$ cat config.mk
export PLATFORM = sky130hd
export DESIGN_NAME = cc_threshold_match_classifier
export DESIGN_NICKNAME = d
export VERILOG_FILES = /design/src/design/ccm_pkg.sv /design/src/design/ccm_debounce.sv /design/src/design/ccm_classify.sv /design/src/design/cc_threshold_match_classifier.sv
export SDC_FILE = /design/constraint.sdc
export NUM_CORES = 1
export LEC_CHECK = 0
export BUFFER_PORTS_ARGS = -buffer_cell sky130_fd_sc_hd__buf_2
export CAP_MARGIN = 20
export CORE_ASPECT_RATIO = 2
export CORE_MARGIN = 2
export CORE_UTILIZATION = 47
export DETAILED_ROUTE_END_ITERATION = 7
export PLACE_DENSITY_LB_ADDON = 0.25
export SETUP_SLACK_MARGIN = 0.02
export SLEW_MARGIN = 10
export SYNTH_ARGS = -nofsm -noshare
export SYNTH_HDL_FRONTEND = slang
export SYNTH_HIERARCHICAL = 1
export SYNTH_SLANG_ARGS = --single-unit
$ cat constraint.sdc
create_clock -name clk -period 4.2 [get_ports clk]
set_input_delay 0.42 -clock clk [delete_from_list [all_inputs] [get_ports clk]]
set_output_delay 0.42 -clock clk [all_outputs]
set_load 0.01 [all_outputs]
$ cat src/design/ccm_pkg.sv
package ccm_pkg;

  localparam int         ADDR_W     = 5;
  localparam int         DATA_W     = 8;
  localparam int         NTHR       = 8;

  localparam logic [4:0] A_THR0     = 5'h00;
  localparam logic [4:0] A_CTRL     = 5'h08;
  localparam logic [4:0] A_DEB      = 5'h09;
  localparam logic [4:0] A_DBCLR1   = 5'h0a;
  localparam logic [4:0] A_DBCLR2   = 5'h0b;
  localparam logic [4:0] A_MEN1     = 5'h0c;
  localparam logic [4:0] A_MEN2     = 5'h0d;
  localparam logic [4:0] A_MATCH1   = 5'h0e;
  localparam logic [4:0] A_MATCH2   = 5'h0f;
  localparam logic [4:0] A_CHG1     = 5'h10;
  localparam logic [4:0] A_CHG2     = 5'h11;
  localparam logic [4:0] A_STAT     = 5'h12;
  localparam logic [4:0] A_MON      = 5'h13;

  localparam int         CTRL_DBEN  = 0;
  localparam int         CTRL_SNK   = 1;
  localparam int         CTRL_ADV   = 2;
  localparam int         CTRL_SAMP  = 4;
  localparam int         ST_VLD     = 0;
  localparam int         ST_DBG     = 1;
  localparam int         ST_AUD     = 2;
  localparam int         ST_VBUS    = 3;
  localparam int         ST_VCONN   = 4;
  localparam int         ST_LVL     = 5;
  localparam int         ST_SNK     = 7;
  localparam int         MON_ATT    = 0;
  localparam int         MON_DET    = 2;

  localparam int         OPEN_DEF   = 5;
  localparam int         OPEN_HIGH  = 6;
  localparam int         OPEN_VND   = 7;
  localparam int         SK_DEF     = 0;
  localparam int         SK_MID     = 2;
  localparam int         SK_HIGH    = 4;
  localparam int         SK_VND     = 7;

  localparam logic [7:0]  RST_CTRL  = 8'h00;
  localparam logic [7:0]  RST_DEB   = 8'h01;
  localparam logic [7:0]  RST_MASK  = 8'h00;
  localparam logic [63:0] RST_THR   = 64'h9682503e2821140a;

  localparam int         CLK_NS     = 10;
  localparam int         TICK_NS    = 1000;
  localparam logic [6:0] TICK_CYC   = 7'((TICK_NS + CLK_NS - 1) / CLK_NS);

  typedef enum logic [1:0] {ADV_DEF = 2'h0, ADV_MID = 2'h1, ADV_HIGH = 2'h2, ADV_VND = 2'h3} adv_t;
  typedef enum logic [2:0] {DB_OFF = 3'h1, DB_WAIT = 3'h2, DB_RUN = 3'h4} db_state_t;

endpackage

$ cat src/design/ccm_debounce.sv
`timescale 1ns/10ps
`default_nettype none
module ccm_debounce (
  input  wire logic       clk,
  input  wire logic       srst,
  input  wire logic       run,
  input  wire logic [7:0] raw,
  input  wire logic [7:0] en,
  input  wire logic [7:0] dbclr,
  input  wire logic [7:0] interval,
  output logic      [7:0] match,
  output logic      [7:0] chg,
  output logic            valid
);

  typedef struct packed {
    ccm_pkg::db_state_t st;
    logic [7:0]         cand;
    logic [7:0]         match;
    logic [7:0]         chg;
    logic [7:0]         cnt;
    logic [6:0]         pre;
    logic               valid;
  } db_t;

  db_t        state_r;
  db_t        state_nxt;
  logic [7:0] masked;
  logic       tick;
  logic       due;
  logic       restart;

  assign masked  = raw & en;
  assign tick    = state_r.pre == 7'(ccm_pkg::TICK_CYC - 7'h01);
  assign due     = tick && (8'(state_r.cnt + 8'h01) >= interval);
  assign restart = ((masked ^ state_r.cand) & dbclr) != 8'h00;

  always_comb
  begin
    state_nxt     = state_r;
    state_nxt.chg = 8'h00;
    unique case (state_r.st)
      ccm_pkg::DB_OFF:
      begin
        if (run)
        begin
          state_nxt.st   = ccm_pkg::DB_WAIT;
          state_nxt.cand = masked;
          state_nxt.cnt  = 8'h00;
          state_nxt.pre  = 7'h00;
        end
      end
      ccm_pkg::DB_WAIT, ccm_pkg::DB_RUN:
      begin
        state_nxt.cand = masked;
        if (!run)
        begin
          state_nxt.st    = ccm_pkg::DB_OFF;
          state_nxt.match = 8'h00;
          state_nxt.valid = 1'b0;
        end
        else if (restart)
        begin
          state_nxt.cnt = 8'h00;
          state_nxt.pre = 7'h00;
        end
        else
        begin
          state_nxt.pre = tick ? 7'h00 : 7'(state_r.pre + 7'h01);
          state_nxt.cnt = due ? 8'h00 : (tick ? 8'(state_r.cnt + 8'h01) : state_r.cnt);
          if (due)
          begin
            state_nxt.chg   = masked ^ state_r.match;
            state_nxt.match = masked;
            state_nxt.valid = 1'b1;
            state_nxt.st    = ccm_pkg::DB_RUN;
          end
        end
      end
      default: state_nxt.st = ccm_pkg::DB_OFF;
    endcase
  end

  always_ff @(posedge clk)
  begin
    if (srst)
      state_r <= '{st: ccm_pkg::DB_OFF, default: '0};
    else
      state_r <= state_nxt;
  end

  assign match = state_r.match;
  assign chg   = state_r.chg;
  assign valid = state_r.valid;
endmodule // ccm_debounce
`default_nettype wire

$ cat src/design/ccm_classify.sv
`timescale 1ns/10ps
`default_nettype none
module ccm_classify (
  input  wire logic         snk,
  input  wire ccm_pkg::adv_t adv,
  input  wire logic [7:0]   m1,
  input  wire logic [7:0]   m2,
  output logic              vbus,
  output logic              vconn,
  output logic [1:0]        att,
  output logic [1:0]        det,
  output logic              dbg,
  output logic              aud,
  output logic              sattached,
  output logic [1:0]        slvl
);

  always_comb
  begin
    int         oi;
    logic [1:0] o;
    logic [1:0] c;
    logic [1:0] d;
    logic [7:0] u;
    oi = ccm_pkg::OPEN_DEF;
    unique case (adv)
      ccm_pkg::ADV_DEF:  oi = ccm_pkg::OPEN_DEF;
      ccm_pkg::ADV_MID:  oi = ccm_pkg::OPEN_DEF;
      ccm_pkg::ADV_HIGH: oi = ccm_pkg::OPEN_HIGH;
      ccm_pkg::ADV_VND:  oi = ccm_pkg::OPEN_VND;
    endcase
    o         = {m2[oi], m1[oi]};
    c         = {m2 == 8'h00, m1 == 8'h00};
    d         = ~o & ~c;
    u         = m1 | m2;
    vbus      = 1'b0;
    vconn     = 1'b0;
    att       = 2'b00;
    det       = 2'b00;
    dbg       = 1'b0;
    aud       = 1'b0;
    sattached = 1'b0;
    slvl      = ccm_pkg::ADV_DEF;
    if (snk)
    begin
      sattached = u[ccm_pkg::SK_DEF];
      det       = {m2[ccm_pkg::SK_DEF], m1[ccm_pkg::SK_DEF]};
      if (u[ccm_pkg::SK_VND])
        slvl = ccm_pkg::ADV_VND;
      else if (u[ccm_pkg::SK_HIGH])
        slvl = ccm_pkg::ADV_HIGH;
      else if (u[ccm_pkg::SK_MID])
        slvl = ccm_pkg::ADV_MID;
    end
    else if (o == 2'b11)
      att = 2'b11;
    else if (d == 2'b11)
    begin
      dbg = 1'b1;
      det = 2'b11;
    end
    else if (c == 2'b11)
    begin
      aud = 1'b1;
      det = 2'b11;
    end
    else if (d != 2'b00 && c != 2'b00)
    begin
      det   = d;
      vbus  = 1'b1;
      vconn = 1'b1;
    end
    else if (d != 2'b00)
    begin
      det  = d;
      vbus = 1'b1;
    end
    else
    begin
      att = o;
      det = c;
    end
  end

endmodule // ccm_classify
`default_nettype wire

$ cat src/design/cc_threshold_match_classifier.sv
`timescale 1ns/10ps
`default_nettype none
module cc_threshold_match_classifier (
  input  wire logic        clk,
  input  wire logic        srst,
  input  wire logic [4:0]  addr,
  input  wire logic [7:0]  wdata,
  input  wire logic        wr,
  input  wire logic        rd,
  output logic      [7:0]  rdata,
  input  wire logic [7:0]  cmp_cc1,
  input  wire logic [7:0]  cmp_cc2,
  output logic      [63:0] thr_level,
  output logic      [1:0]  sample_en,
  output logic             vbus_en,
  output logic             vconn_en,
  output logic             match_valid_flag,
  output logic             dbg_acc,
  output logic             aud_acc,
  output logic      [1:0]  mon_attach,
  output logic      [1:0]  mon_detach
);

  typedef struct packed {
    logic [63:0]     thr;
    logic [7:0]      ctrl;
    logic [7:0]      deb;
    logic [1:0][7:0] dbclr;
    logic [1:0][7:0] men;
    logic [1:0][7:0] chg;
    logic [7:0]      rdata;
    logic            vbus;
    logic            vconn;
    logic            vld;
    logic            dbg;
    logic            aud;
    logic [1:0]      att;
    logic [1:0]      det;
    logic [1:0]      slvl;
    logic            sattached;
  } top_t;

  top_t            state_r;
  top_t            state_nxt;
  logic [1:0][7:0] raw;
  logic [1:0][7:0] dm;
  logic [1:0][7:0] dchg;
  logic [1:0][7:0] mm;
  logic [1:0]      dv;
  logic [1:0]      run;
  logic            snk;
  ccm_pkg::adv_t   adv;
  logic            cl_vbus;
  logic            cl_vconn;
  logic [1:0]      cl_att;
  logic [1:0]      cl_det;
  logic            cl_dbg;
  logic            cl_aud;
  logic            cl_satt;
  logic [1:0]      cl_slvl;

  assign raw = {cmp_cc2, cmp_cc1};
  assign snk = state_r.ctrl[ccm_pkg::CTRL_SNK];
  assign adv = ccm_pkg::adv_t'(state_r.ctrl[ccm_pkg::CTRL_ADV +: 2]);

  generate
    for (genvar p = 0; p < 2; p++)
    begin : g_pin
      assign run[p] = state_r.ctrl[ccm_pkg::CTRL_DBEN] && state_r.ctrl[ccm_pkg::CTRL_SAMP + p];
      assign mm[p]  = dm[p] & state_r.men[p];
      ccm_debounce u_deb (
        .clk      (clk),
        .srst     (srst),
        .run      (run[p]),
        .raw      (raw[p]),
        .en       (state_r.men[p]),
        .dbclr    (state_r.dbclr[p]),
        .interval (state_r.deb),
        .match    (dm[p]),
        .chg      (dchg[p]),
        .valid    (dv[p])
      );
    end
  endgenerate

  ccm_classify u_cls (
    .snk       (snk),
    .adv       (adv),
    .m1        (mm[0]),
    .m2        (mm[1]),
    .vbus      (cl_vbus),
    .vconn     (cl_vconn),
    .att       (cl_att),
    .det       (cl_det),
    .dbg       (cl_dbg),
    .aud       (cl_aud),
    .sattached (cl_satt),
    .slvl      (cl_slvl)
  );

  always_comb
  begin
    logic [1:0][7:0] clr;
    clr             = '0;
    state_nxt       = state_r;
    state_nxt.rdata = 8'h00;
    if (wr)
    begin
      if (addr < ccm_pkg::A_CTRL)
        state_nxt.thr[{addr[2:0], 3'h0} +: 8] = wdata;
      else
      begin
        case (addr)
          ccm_pkg::A_CTRL:   state_nxt.ctrl     = wdata;
          ccm_pkg::A_DEB:    state_nxt.deb      = wdata;
          ccm_pkg::A_DBCLR1: state_nxt.dbclr[0] = wdata;
          ccm_pkg::A_DBCLR2: state_nxt.dbclr[1] = wdata;
          ccm_pkg::A_MEN1:   state_nxt.men[0]   = wdata;
          ccm_pkg::A_MEN2:   state_nxt.men[1]   = wdata;
          ccm_pkg::A_CHG1:   clr[0]             = wdata;
          ccm_pkg::A_CHG2:   clr[1]             = wdata;
          default:           clr                = '0;
        endcase
      end
    end
    for (int p = 0; p < 2; p++)
      state_nxt.chg[p] = ((state_r.chg[p] & ~clr[p]) | dchg[p]) & state_r.men[p];
    if (rd)
    begin
      if (addr < ccm_pkg::A_CTRL)
        state_nxt.rdata = state_r.thr[{addr[2:0], 3'h0} +: 8];
      else
      begin
        case (addr)
          ccm_pkg::A_CTRL:   state_nxt.rdata = state_r.ctrl;
          ccm_pkg::A_DEB:    state_nxt.rdata = state_r.deb;
          ccm_pkg::A_DBCLR1: state_nxt.rdata = state_r.dbclr[0];
          ccm_pkg::A_DBCLR2: state_nxt.rdata = state_r.dbclr[1];
          ccm_pkg::A_MEN1:   state_nxt.rdata = state_r.men[0];
          ccm_pkg::A_MEN2:   state_nxt.rdata = state_r.men[1];
          ccm_pkg::A_MATCH1: state_nxt.rdata = mm[0];
          ccm_pkg::A_MATCH2: state_nxt.rdata = mm[1];
          ccm_pkg::A_CHG1:   state_nxt.rdata = state_r.chg[0];
          ccm_pkg::A_CHG2:   state_nxt.rdata = state_r.chg[1];
          ccm_pkg::A_STAT:
          begin
            state_nxt.rdata[ccm_pkg::ST_VLD]        = state_r.vld;
            state_nxt.rdata[ccm_pkg::ST_DBG]        = state_r.dbg;
            state_nxt.rdata[ccm_pkg::ST_AUD]        = state_r.aud;
            state_nxt.rdata[ccm_pkg::ST_VBUS]       = state_r.vbus;
            state_nxt.rdata[ccm_pkg::ST_VCONN]      = state_r.vconn;
            state_nxt.rdata[ccm_pkg::ST_LVL +: 2]   = state_r.slvl;
            state_nxt.rdata[ccm_pkg::ST_SNK]        = state_r.sattached;
          end
          ccm_pkg::A_MON:
          begin
            state_nxt.rdata[ccm_pkg::MON_ATT +: 2] = state_r.att;
            state_nxt.rdata[ccm_pkg::MON_DET +: 2] = state_r.det;
          end
          default: state_nxt.rdata = 8'h00;
        endcase
      end
    end
    state_nxt.vld       = dv[0] && dv[1];
    state_nxt.vbus      = state_nxt.vld && cl_vbus;
    state_nxt.vconn     = state_nxt.vld && cl_vconn;
    state_nxt.att       = state_nxt.vld ? cl_att : 2'b00;
    state_nxt.det       = state_nxt.vld ? cl_det : 2'b00;
    state_nxt.dbg       = state_nxt.vld && cl_dbg;
    state_nxt.aud       = state_nxt.vld && cl_aud;
    state_nxt.sattached = state_nxt.vld && cl_satt;
    state_nxt.slvl      = state_nxt.vld ? cl_slvl : 2'b00;
  end

  always_ff @(posedge clk)
  begin
    if (srst)
    begin
      state_r       <= '0;
      state_r.thr   <= ccm_pkg::RST_THR;
      state_r.ctrl  <= ccm_pkg::RST_CTRL;
      state_r.deb   <= ccm_pkg::RST_DEB;
      state_r.dbclr <= {ccm_pkg::RST_MASK, ccm_pkg::RST_MASK};
      state_r.men   <= {ccm_pkg::RST_MASK, ccm_pkg::RST_MASK};
    end
    else
      state_r <= state_nxt;
  end

  assign rdata            = state_r.rdata;
  assign thr_level        = state_r.thr;
  assign sample_en        = state_r.ctrl[ccm_pkg::CTRL_SAMP +: 2];
  assign vbus_en          = state_r.vbus;
  assign vconn_en         = state_r.vconn;
  assign match_valid_flag = state_r.vld;
  assign dbg_acc          = state_r.dbg;
  assign aud_acc          = state_r.aud;
  assign mon_attach       = state_r.att;
  assign mon_detach       = state_r.det;
endmodule // cc_threshold_match_classifier
`default_nettype wire

Word-level counts from Yosys, hierarchy flattened
Cells that the tools add are included.

storage, ports and cells
  flip-flop bits (word level) = 234
  logic and storage cells = 249

operators by class
  add/subtract/negate cells = 5
  magnitude comparators = 4
  eq/ne operators = 40
  shift operators = 3
  multiplexer cells = 86
  bitwise gates (word level) = 32
  reduce and logical (&&, ||, !) cells = 46

operators with widths
  cell                                                                           number
  16-bit 2-to-1 mux                                                              6
  32-bit case mux with 3 select lines                                            1
  15-bit 2-to-1 mux                                                              6
  8-bit AND                                                                      10
  8-bit 2-to-1 mux                                                               9
  64-bit bitwise mux                                                             1
  8-bit by 8-bit variable shift with 64-bit output, first input constant         1
  64-bit by 7-bit indexed part select with 8-bit output                          1
  8-bit by 8-bit indexed part select with 64-bit output                          1
  15-bit case mux with 2 select lines                                            2
  4-bit case mux with 12 select lines                                            1
  4-bit case mux with 11 select lines                                            1
  5-bit by 4-bit == test with 1-bit output, second input constant                8
  3-bit AND reduction                                                            12
  32-bit by 5-bit less-than comparator with 1-bit output, second input constant  1
  8-bit case mux with 2 select lines                                             2
  8-bit XOR                                                                      4
  1-bit 2-to-1 mux                                                               30
  2-bit 2-to-1 mux                                                               13
  8-bit bitwise OR                                                               3
  11-bit 2-to-1 mux                                                              2
  5-bit == test, second input constant                                           4
  3-bit 2-to-1 mux                                                               6
  8-bit by 1-bit adder with 8-bit output, second input constant                  2
  other kinds (31)                                                               89

Longest topological paths before layout
Gate-level depths: netlist of run 1.

  depth in word-level cells = 16
  depth in mapped cells = 13
  depth with buffers taken out = 12

Modules after synthesis
The synthesis of run 1 kept the hierarchy.

by module, submodules not included
  module                         times used  cells each  area each (um2)
  cc_threshold_match_classifier  1           869         7,432.1
  ccm_debounce                   2           269         2,309.7
  ccm_classify                   1           39          266.5

Worst setup path before layout of run 1
No wires, ideal clock.

  path type = flip-flop to flip-flop
  start = reg g_pin[0].u_deb/state_r[8] in the netlist's numbering
  end = reg g_pin[0].u_deb/state_r[11] in the netlist's numbering
  arrival time = 2.948 ns
  required time = 4.129 ns
  path slack = 1.181 ns
  stages on the path, launching flop included = 13
  path buffers = 1
  clock period less this slack = 3.019 ns
  cell sequence = dfxtp_1 -> ha_1 -> nand3_1 -> nor2_1 -> xor2_1 -> ha_1 -> a21o_1 -> a221oi_1 -> o31ai_1 -> or4b_1 -> buf_2 -> or3_1 -> a21oi_1

between the ends
  longest elaborated chain between the ends = 7

ends and longest elaborated chain
  element                                   RTL line                                RTL
  start, declared                           ccm_debounce.sv:26                      db_t state_r;
  start signal, assigned                    ccm_debounce.sv:89                      state_r <= state_nxt;
  8-bit by 1-bit adder with 8-bit output *  ccm_debounce.sv:35, ccm_debounce.sv:70
  8-bit >= comparator                       ccm_debounce.sv:35                      assign due = tick && (8'(state_r.cnt + 8'h01) >= interval);
  1-bit logical AND                         ccm_debounce.sv:35
  8-bit 2-to-1 mux                          ccm_debounce.sv:70                      state_nxt.cnt = due ? 8'h00 : (tick ? 8'(state_r.cnt + 8'h01) : state_r.cnt);
  15-bit 2-to-1 mux                         ccm_debounce.sv:62                      else if (restart)
  15-bit 2-to-1 mux                         ccm_debounce.sv:56                      if (!run)
  15-bit case mux with 2 select lines       ccm_debounce.sv:42                      unique case (state_r.st)

Every way passes the cells marked *; elsewhere a longest branch is shown, timed or not. The select of a mux whose other input is x is not followed.
A chain may end at the register's enable or synchronous reset.

Worst setup path after layout of run 1
  start = reg g_pin[1].u_deb/state_r[8] in the netlist's numbering
  end = reg g_pin[1].u_deb/state_r[11] in the netlist's numbering

between the ends
  longest elaborated chain between the ends = 7

ends and longest elaborated chain
  element                                   RTL line
  start, declared                           ccm_debounce.sv:26
  start signal, assigned                    ccm_debounce.sv:89
  8-bit by 1-bit adder with 8-bit output *  ccm_debounce.sv:35, ccm_debounce.sv:70
  8-bit >= comparator                       ccm_debounce.sv:35
  1-bit logical AND                         ccm_debounce.sv:35
  8-bit 2-to-1 mux                          ccm_debounce.sv:70
  15-bit 2-to-1 mux                         ccm_debounce.sv:62
  15-bit 2-to-1 mux                         ccm_debounce.sv:56
  15-bit case mux with 2 select lines       ccm_debounce.sv:42

Marked as above.

==> results.md, run 1 <==
- Initial antenna violation count: 0
- Clock buffer count from CTS: 22
- P_leak: 4.82 nW
- EDFF count, synth: 0
- DP Area: 12300 um^2
- Total vias in the final route: 10300
- Final Instance Area: 13100 um^2
- Largest net degree at the start of global routing: 66
- Share of cells above drive strength 1: 0.134
- Nets: 1472
- Placed Cells incl. Taps: 1730
- # IOs: 116
- Layout Area Growth over Synthesis: 6.37%
- Number of port buffers: 115
- Max-cap violations: 0
- DP HPWL: 28800 um
- Pwr dens: 364 nW/um^2
- Starting DRT DRC Count: 938
- Most common cell after layout, fill and taps aside: dfxtp_1
- Most used DFF post-synth: dfxtp_1
- Tmin final: 3.52 ns
- YS warnings: 6
- Yosys cell types: 76
- Critical path type: reg2reg
- Worst-Margin Slew: 0.938 ns
- CP max FO: 8
- Avg WL per Cell: 21.9 um
- Antenna Violating Nets Remaining: 0
- Overall Global Routing Usage: 0.276
- Reg2reg end: g_pin[1].u_deb/state_r[11]
- Initial Utilization: 0.478
- Final setup viols: 0
- Worst r2r path cells: 11
- Syn_nets: 1504
- Post-Synthesis Cell Area: 12300 um^2
- Die Area: 27600 um^2
- Vias in the first global route: 10100
- First-pass GRT wire length: 58400 um
- Die Y: 233 um
- CTS tree: yes
- Startpoint Class: flop
- Final RePlAce weighted congestion: 0.981
- Hold Path Class: in2reg
- Worst flop-to-flop path startpoint: g_pin[1].u_deb/state_r[8]
- Core area: 25800 um^2
- Clk sinks: 234
- Crit path capture type: flop
- Ys async rst share: 0
- R2r setup slk: 0.68 ns
- Hold Crit Start: cmp_cc1[1]
- Clock insertion delay at the later pin of the skew report: 0.52 ns
- Hold Vio Cnt, Final: 0
- RSZ-0062 raised after global routing: no
- Req. time, crit path: 4.64 ns
- Most frequent cells in the layout: 234 x dfxtp_1, 158 x nor2_1, 151 x nand2_1
- Ant diodes: 0
- Flops & latches, synth: 234
- Longest Clk Path Bufs: 3
- Cts hold-fix bufs: 0
- Worst clock skew: 0.0159 ns
- Status: finished clean
- Arrival time worst endpoint: 3.96 ns
- Gr ovfl total: 0
- Rel. slew slack: 0.359
- Max-slew violations: 0
- Vias/cell: 5.83
- Hold Path Stages: 3
- Die W: 118 um
- Rows: 83
- H-Tree Depth: 1
- Setup TNS: 0 ns
- Wirelength, routed: 38800 um
- Post-cts sizing count: 0
- Final Cycle Share: 0.837
- Hold WS: 0.194 ns
- Setup Buffers After CTS: 0
- DR DRC count: 0
- CTS clk-pin slew, worst paths: 0.07 ns
- Synth Instances: 1446
- Hold EP: g_pin[0].u_deb/match[1]
- Root Driver: clkbuf_16
- Worst VDD drop: 333 uV
- Fmax: 284 MHz
- Post-synthesis sequential area ratio: 0.380
- Non-filler cells, final: 1770
- Avg Cell Area, Syn: 8.52 um^2
- Router iterations before antenna repair: 7
- Design Power: 4.77 mW
-- critical path: stages, from the launching register on --
cell and delay [ns]:
dfxtp_1 0.42, ha_1 0.25, nand3_1 0.17, nor2_1 0.18
xor2_1 0.23, ha_1 0.28, a21o_1 0.18, a221oi_1 0.29
o31ai_1 0.21, or4b_1 0.71, or3_1 0.37, a21oi_1 0.14
-- through the flow --
step	setup WS, ns	utilization
6_report	0.684	0.509
3_3_place_gp	0.844	0.477
3_5_place_dp	0.756	0.477
4_1_cts	0.742	0.509
5_1_grt	0.438	0.509
2_1_floorplan	1.18	-
-- state kept, by name, summed over array words and instances, names as in the netlist, 2 cells and up --
| name | flops |
|---|---|
| adv | 2 |
| g_pin.u_deb/chg | 16 |
| g_pin.u_deb/match | 16 |
| g_pin.u_deb/state_r | 52 |
| g_pin.u_deb/valid | 2 |
| mon_attach | 2 |
| mon_detach | 2 |
| rdata | 8 |
| sample_en | 2 |
| state_r | 62 |
| thr_level | 64 |
-- synth_stat cells, types with 15 or more instances --
cell type    n  area [um^2]
a211o_1     19          166
a21oi_1     96          480
a22oi_1     19          143
and2_1      54          338
and3_1      15         93.8
buf_2       19         95.1
buf_4      110          826
clkbuf_1    51          191
dfxtp_1    234         4680
ha_1        25          313
inv_1       24         90.1
mux2i_1     87          871
nand2_1    151          567
nand3_1     32          160
nor2_1     158          593
nor3_1      20          100
nor3b_1     21          158
o21ai_0     41          205
o21ai_1     15         75.1
o2bb2ai_1   19          166
xnor2_1     30          263
xor2_1      18          158
-- layout make-up --
cell class / count / area [um^2]
multi-input cells: 1001 / 6390
fillers: 2540 / 12700
inverters: 26 / 97.6
repair buffers: 129 / 683
clock buffers: 30 / 642
clock inverters: 10 / 181
well taps: 340 / 425
flip-flops and latches: 234 / 4680
-- where the power goes --
part	internal [mW]	switching, mW	total [mW]
registers	2.23	0.0122	2.24
clock network	1.38	0.886	2.27
logic	0.0693	0.198	0.267
total	3.68	1.10	4.77
-- cell families (layout without fill, tap and decap cells) --
family	count (synthesis)	after routing	share of synthesized area
flops	234	234	0.380
xor+xnor	48	48	0.0341
compound gates	296	296	0.165
buf+inv	211	195	0.101
simple gates	540	540	0.217
mux	92	92	0.0762
fa+ha+maj	25	25	0.0254
-- layer usage --
layer  global-route usage  wire (um)
met1                0.272      13600
met2                0.530      20500
met3               0.0355       1760
met4                0.182       3020
met5                    0          0
-- worst max-delay path by stage --
stage | start | to | slack, ns
global placement | g_pin[1].u_deb/state_r[8] | g_pin[1].u_deb/state_r[11] | 0.84
detailed placement | g_pin[1].u_deb/state_r[8] | g_pin[1].u_deb/state_r[12] | 0.76
global route | g_pin[1].u_deb/state_r[8] | g_pin[1].u_deb/state_r[12] | 0.44
finish | g_pin[1].u_deb/state_r[8] | g_pin[1].u_deb/state_r[11] | 0.68
floorplan | g_pin[0].u_deb/state_r[8] | g_pin[0].u_deb/state_r[11] | 1.18
CTS | g_pin[1].u_deb/state_r[8] | g_pin[1].u_deb/state_r[11] | 0.74
(Power assumes the default switching activity.)
==> run 2: changes to the inputs <==
Clock period 4.2 ns to 3.55 ns, I/O delays scaled along.
==> results.md, run 2 (same netlist as run 1, synthesis figures left out) <==
- Slowest-stage cell, CP: or4b_4
- Clock insertion delay at the later pin of the skew report: 0.52 ns (about the same)
- Initial Utilization: 0.478 (unchanged)
- Initial antenna violation count: 0 (unchanged)
- Core area: 25800 um^2 (unchanged)
- Crit path capture type: flop
- Vias in the first global route: 10300 (+1.8%)
- DP HPWL: 28900 um (+0.38%)
- Worst-Margin Slew: 0.857 ns (-0.0805 ns)
- DP Area: 12400 um^2 (+0.67%)
- Number of flip-flops under the largest register name: 64 (unchanged)
- Root Driver: clkbuf_16
- Antenna Violating Nets Remaining: 0 (unchanged)
- Worst setup margin: 0.284 ns (-0.400 ns)
- Filler cells: 2576 (+1.4%)
- Fmax: 306 MHz (+7.7%)
- Share of cells above drive strength 1: 0.144 (+0.0101)
- Crit path cell chain: ha_1, nand3_1, nor2_1, xor2_1, ha_1, a21o_1, a221oi_1, o31ai_1, or4b_4, or3_1, a21oi_1
- # IOs: 116 (unchanged)
- Clock buffer count from CTS: 22 (unchanged)
- Nets: 1484 (+0.82%)
- Final Cycle Share: 0.920 (+0.0829)
- Clk sinks: 234 (unchanged)
- Hold Path Class: in2reg
- First-pass GRT wire length: 58600 um (+0.42%)
- Worst VDD drop: 416 uV (+25%)
- Arrival time worst endpoint: 3.71 ns (-0.25 ns)
- CTS clk-pin slew, worst paths: 0.07 ns (about the same)
- Tmin final: 3.27 ns (-0.250 ns)
- Hold Path Stages: 3 (unchanged)
- Pwr dens: 419 nW/um^2 (+15%)
- Max-cap violations: 0 (unchanged)
- DR DRC count: 0 (unchanged)
- Rows: 83 (unchanged)
- Die Area: 27600 um^2 (unchanged)
- Max-slew violations: 0 (unchanged)
- Area occupied by registers: 4680 um^2 (unchanged)
- Critical path type: reg2reg
- Req. time, crit path: 3.99 ns (-0.65 ns)
- R2r setup slk: 0.28 ns (-0.40 ns)
- Vias/cell: 5.87 (+0.71%)
- Avg WL per Cell: 21.8 um (-0.71%)
- Starting DRT DRC Count: 812 (-13%)
- Total vias in the final route: 10500 (+1.3%)
- Die Y: 233 um (unchanged)
- H-Tree Depth: 1 (unchanged)
- Ant diodes: 0 (unchanged)
- Wirelength, routed: 38800 um (about the same)
- Worst r2r path cells: 11 (unchanged)
- Longest Clk Path Bufs: 3 (unchanged)
- Max stage delay on crit path: 0.61 ns (-0.10 ns)
- Gr ovfl total: 0 (unchanged)
- Most frequent CP cell: ha_1
- Largest net degree at the start of global routing: 69 (+4.5%)
- CP max FO: 8 (unchanged)
- Post-place setup slack: 0.166 ns (-0.590 ns)
- Status: finished clean
- Startpoint Class: flop
- Router iterations before antenna repair: 6 (-1)
- CTS tree: yes
- P_leak: 4.86 nW (+0.81%)
- Rel. slew slack: 0.414 (+0.0551)
- Final Instance Area: 13200 um^2 (+0.46%)
- Worst clock skew: 0.0201 ns (+0.00414 ns)
- Most frequent cells in the layout: 234 x dfxtp_1, 157 x nor2_1, 151 x nand2_1
- Final core occ: 0.511 (+0.00233)
- Design Power: 5.52 mW (+16%)
- Die W: 118 um (unchanged)
- Final RePlAce weighted congestion: 0.941 (-4.1%)
- Number of port buffers: 115 (unchanged)
- RSZ-0062 raised after global routing: yes
- Most common cell after layout, fill and taps aside: dfxtp_1
- Overall Global Routing Usage: 0.276 (+0.000510)
- Multi-input gate area: 6400 um^2 (+0.20%)
- Hold WS: 0.141 ns (-0.0526 ns)
- Final setup viols: 0 (unchanged)
- Layout Area Growth over Synthesis: 6.86%
- Hold Vio Cnt, Final: 0 (unchanged)
- Cts hold-fix bufs: 0 (unchanged)
[run 2: changes by cell type in the layout (fill, tap and decap cells not counted), sizes merged]
cell	change
inv	+1
bufinv	-2
clkinvlp	+1
clkinv	-1
buf	+12
[run 2: repair_timing]
action                                 in CTS  in global routing
setup endpoints to repair                   0                 10
endpoints found under the hold margin       0                  0
setup buffers                               0                  0
resized for setup                           0                  4
[run 2: area by class of cell]
class,count,share of cell area
inverter,26,0.00741
timing repair buffer,141,0.0587
multi-input combinational,1001,0.486
clock inverter,9,0.00979
clock buffer,30,0.0495
tap,340,0.0323
sequential,234,0.356
[run 2: path summary, 6_finish.rpt]
check	startpoint	to
setup / recovery	g_pin[0].u_deb/state_r[8]	g_pin[0].u_deb/state_r[12]
hold / removal	cmp_cc1[5]	g_pin[0].u_deb/match[5]
setup reg to reg	g_pin[0].u_deb/state_r[8]	g_pin[0].u_deb/state_r[12]
hold reg to reg	thr_level[38]	thr_level[38]
[run 2: layer usage]
layer | GRT usage | vias up | wire (um)
met1 | 0.273 | 4994 | 13500
met2 | 0.514 | 413 | 19900
met5 | 0 | - | 0
met3 | 0.0277 | 149 | 1820
li1 | - | 4903 | -
met4 | 0.227 | 0 | 3560
[run 2: metrics by stage]
step | std cells | setup TNS (ns)
global route | 1781 | -0.00303
floorplan | 1446 | 0
global placement | 1741 | 0
finish | 1781 | 0
CTS | 1780 | 0
detailed placement | 1741 | 0
[run 2: critical path, delay by kind of cell (launching register included)]
kind | cells | cell delay, ns
AND/OR/NAND/NOR | 4 | 1.27
AO/OA/AOI/OAI | 4 | 0.78
adder cells (fa/ha/maj) | 2 | 0.53
flip-flops | 1 | 0.41
XOR/XNOR | 1 | 0.20
[run 2: power breakdown]
group / internal (mW) / total (mW) / switching (mW)
sequential: 2.64 / 2.65 / 0.0132
combinational: 0.0850 / 0.321 / 0.236
clock: 1.51 / 2.55 / 1.04
==> run 3: changes to the inputs <==
Settings changed: CAP_MARGIN 20 to not set, CORE_UTILIZATION 47 to 60.
==> results.md, run 3 (same netlist as run 1, synthesis figures left out) <==
- Critical path type: reg2reg
- DR DRC count: 0 (unchanged)
- Vias/cell: 6.23 (+6.1%)
- Post-place setup slack: 0.180 ns (+0.0136 ns)
- Wirelength, routed: 37900 um (-2.2%)
- Hold Vio Cnt, Final: 0 (unchanged)
- Final Instance Area: 13000 um^2 (-1.5%)
- DP HPWL: 27700 um (-3.9%)
- Core area: 20300 um^2 (-21%)
- Share of cells above drive strength 1: 0.141 (-0.00268)
- Router iterations before antenna repair: 8 (+2)
- CP max FO: 8 (unchanged)
- Max stage delay on crit path: 0.60 ns (about the same)
- First-pass GRT wire length: 57000 um (-2.7%)
- Pwr dens: 402 nW/um^2 (-4.1%)
- Multi-input gate area: 6410 um^2 (+0.21%)
- Total vias in the final route: 10600 (+1.6%)
- Layout Area Growth over Synthesis: 5.22%
- Crit path capture type: flop
- P_leak: 4.80 nW (-1.2%)
- CTS tree: yes
- Initial antenna violation count: 0 (unchanged)
- Longest Clk Path Bufs: 3 (unchanged)
- Ant diodes: 0 (unchanged)
- Rel. slew slack: 0.403 (-0.0104)
- Root Driver: clkbuf_16
- Arrival time worst endpoint: 3.73 ns (+0.02 ns)
- Setup TNS: 0 ns (unchanged)
- Number of port buffers: 115 (unchanged)
- # IOs: 116 (unchanged)
- Initial Utilization: 0.607 (+0.129)
- Filler cells: 1849 (-28%)
- Vias in the first global route: 10000 (-2.8%)
- H-Tree Depth: 1 (unchanged)
- Worst clock skew: 0.0276 ns (+0.00755 ns)
- Post-cts sizing count: 0 (unchanged)
- Slowest-stage cell, CP: or4b_4
- Antenna Violating Nets Remaining: 0 (unchanged)
- Avg WL per Cell: 22.2 um (+2.1%)
- Crit path buf inv count: 0 (unchanged)
- RSZ-0062 raised after global routing: yes
- CTS clk-pin slew, worst paths: 0.07 ns (about the same)
- Cell family with most CP delay: simple AND/OR/NAND/NOR gates
- Most frequent CP cell: ha_1
- Overall Global Routing Usage: 0.340 (+0.0641)
- Max-cap violations: 0 (unchanged)
- Number of flip-flops under the largest register name: 64 (unchanged)
- Clk sinks: 234 (unchanged)
- Final RePlAce weighted congestion: 1.03 (+9.1%)
- Rows: 74 (-11%)
- Cts hold-fix bufs: 0 (unchanged)
- Clock buffer count from CTS: 21 (-4.5%)
- Status: finished clean
- Crit path cell chain: ha_1, nand3_1, nor2_1, xor2_1, ha_1, a21o_1, a221oi_1, o31ai_1, or4b_4, or3_1, a21oi_1
- Tmin final: 3.29 ns (+0.0266 ns)
- Design Power: 5.21 mW (-5.6%)
- Clock insertion delay at the later pin of the skew report: 0.52 ns (about the same)
- Nets: 1484 (unchanged)
- Req. time, crit path: 3.99 ns (about the same)
- Hold WS: 0.142 ns (+0.00107 ns)
- Worst-Margin Slew: 0.895 ns (+0.0378 ns)
- Die W: 105 um (-11%)
- DP Area: 12300 um^2 (-0.63%)
- Area occupied by registers: 4680 um^2 (unchanged)
- Most frequent cells in the layout: 234 x dfxtp_1, 156 x nor2_1, 151 x nand2_1
- Worst VDD drop: 366 uV (-12%)
- Fmax: 304 MHz (-0.81%)
- Gr ovfl total: 0 (unchanged)
- Setup Buffers After CTS: 0 (unchanged)
- Final setup viols: 0 (unchanged)
- Die Y: 207 um (-11%)
- Largest net degree at the start of global routing: 81 (+17%)
- Startpoint Class: flop
- Starting DRT DRC Count: 839 (+3.3%)
- Final Cycle Share: 0.927 (+0.00748)
- Most common cell after layout, fill and taps aside: dfxtp_1
- Die Area: 21800 um^2 (-21%)
- Worst setup margin: 0.257 ns (-0.0266 ns)
- Hold Path Class: in2reg
- Max-slew violations: 0 (unchanged)
-- run 3: cell count changes in the layout (fill, tap and decap cells not counted), sizes merged --
cell      change
clkinv        +2
clkinvlp      -2
bufinv        -2
buf           +1
-- run 3: per-stage QoR --
stage / util / std cells
after floorplan: - / 1446
after global placement: 0.606 / 1669
after detailed placement: 0.606 / 1669
after CTS: 0.638 / 1706
after global routing: 0.639 / 1706
final: 0.639 / 1706
-- run 3: final cells by class --
cell class / count / share of cell area
multi-input combinational: 1001 / 0.495
sequential: 234 / 0.361
timing repair buffer: 142 / 0.0602
clock buffer: 30 / 0.0447
tap: 266 / 0.0257
inverter: 26 / 0.00753
clock inverter: 7 / 0.00550
-- run 3: routing by layer --
metal	GRT usage	part of all wire	vias to the layer above
li1	-	-	4902
met1	0.344	0.33	5039
met2	0.623	0.51	517
met3	0.0449	0.064	171
met4	0.268	0.092	0
met5	0	0	-
-- run 3: worst register-to-register path, cell delays in order, from the launching register on --
cell	delay, ns
dfxtp_1	0.40
ha_1	0.24
nand3_1	0.18
nor2_1	0.20
xor2_1	0.22
ha_1	0.28
a21o_1	0.18
a221oi_1	0.28
o31ai_1	0.16
or4b_4	0.60
or3_1	0.32
a21oi_1	0.14
-- run 3: worst paths after layout --
| path | from | slack (ns) | endpoint | cells after the start |
|---|---|---|---|---|
| max | g_pin[1].u_deb/state_r[8] | 0.26 | g_pin[1].u_deb/state_r[12] | 11 |
| min reg2reg | thr_level[61] | 0.48 | thr_level[61] | 2 |
| max reg2reg | g_pin[1].u_deb/state_r[8] | 0.26 | g_pin[1].u_deb/state_r[12] | 11 |
| min | cmp_cc2[4] | 0.14 | g_pin[1].u_deb/match[4] | 3 |
-- run 3: power by group --
part	leakage, nW	total [mW]	switching, mW	internal [mW]
registers	1.89	2.65	0.0136	2.63
clock network	0.320	2.24	1.02	1.22
logic	2.60	0.323	0.236	0.0874
total	4.80	5.21	1.27	3.94
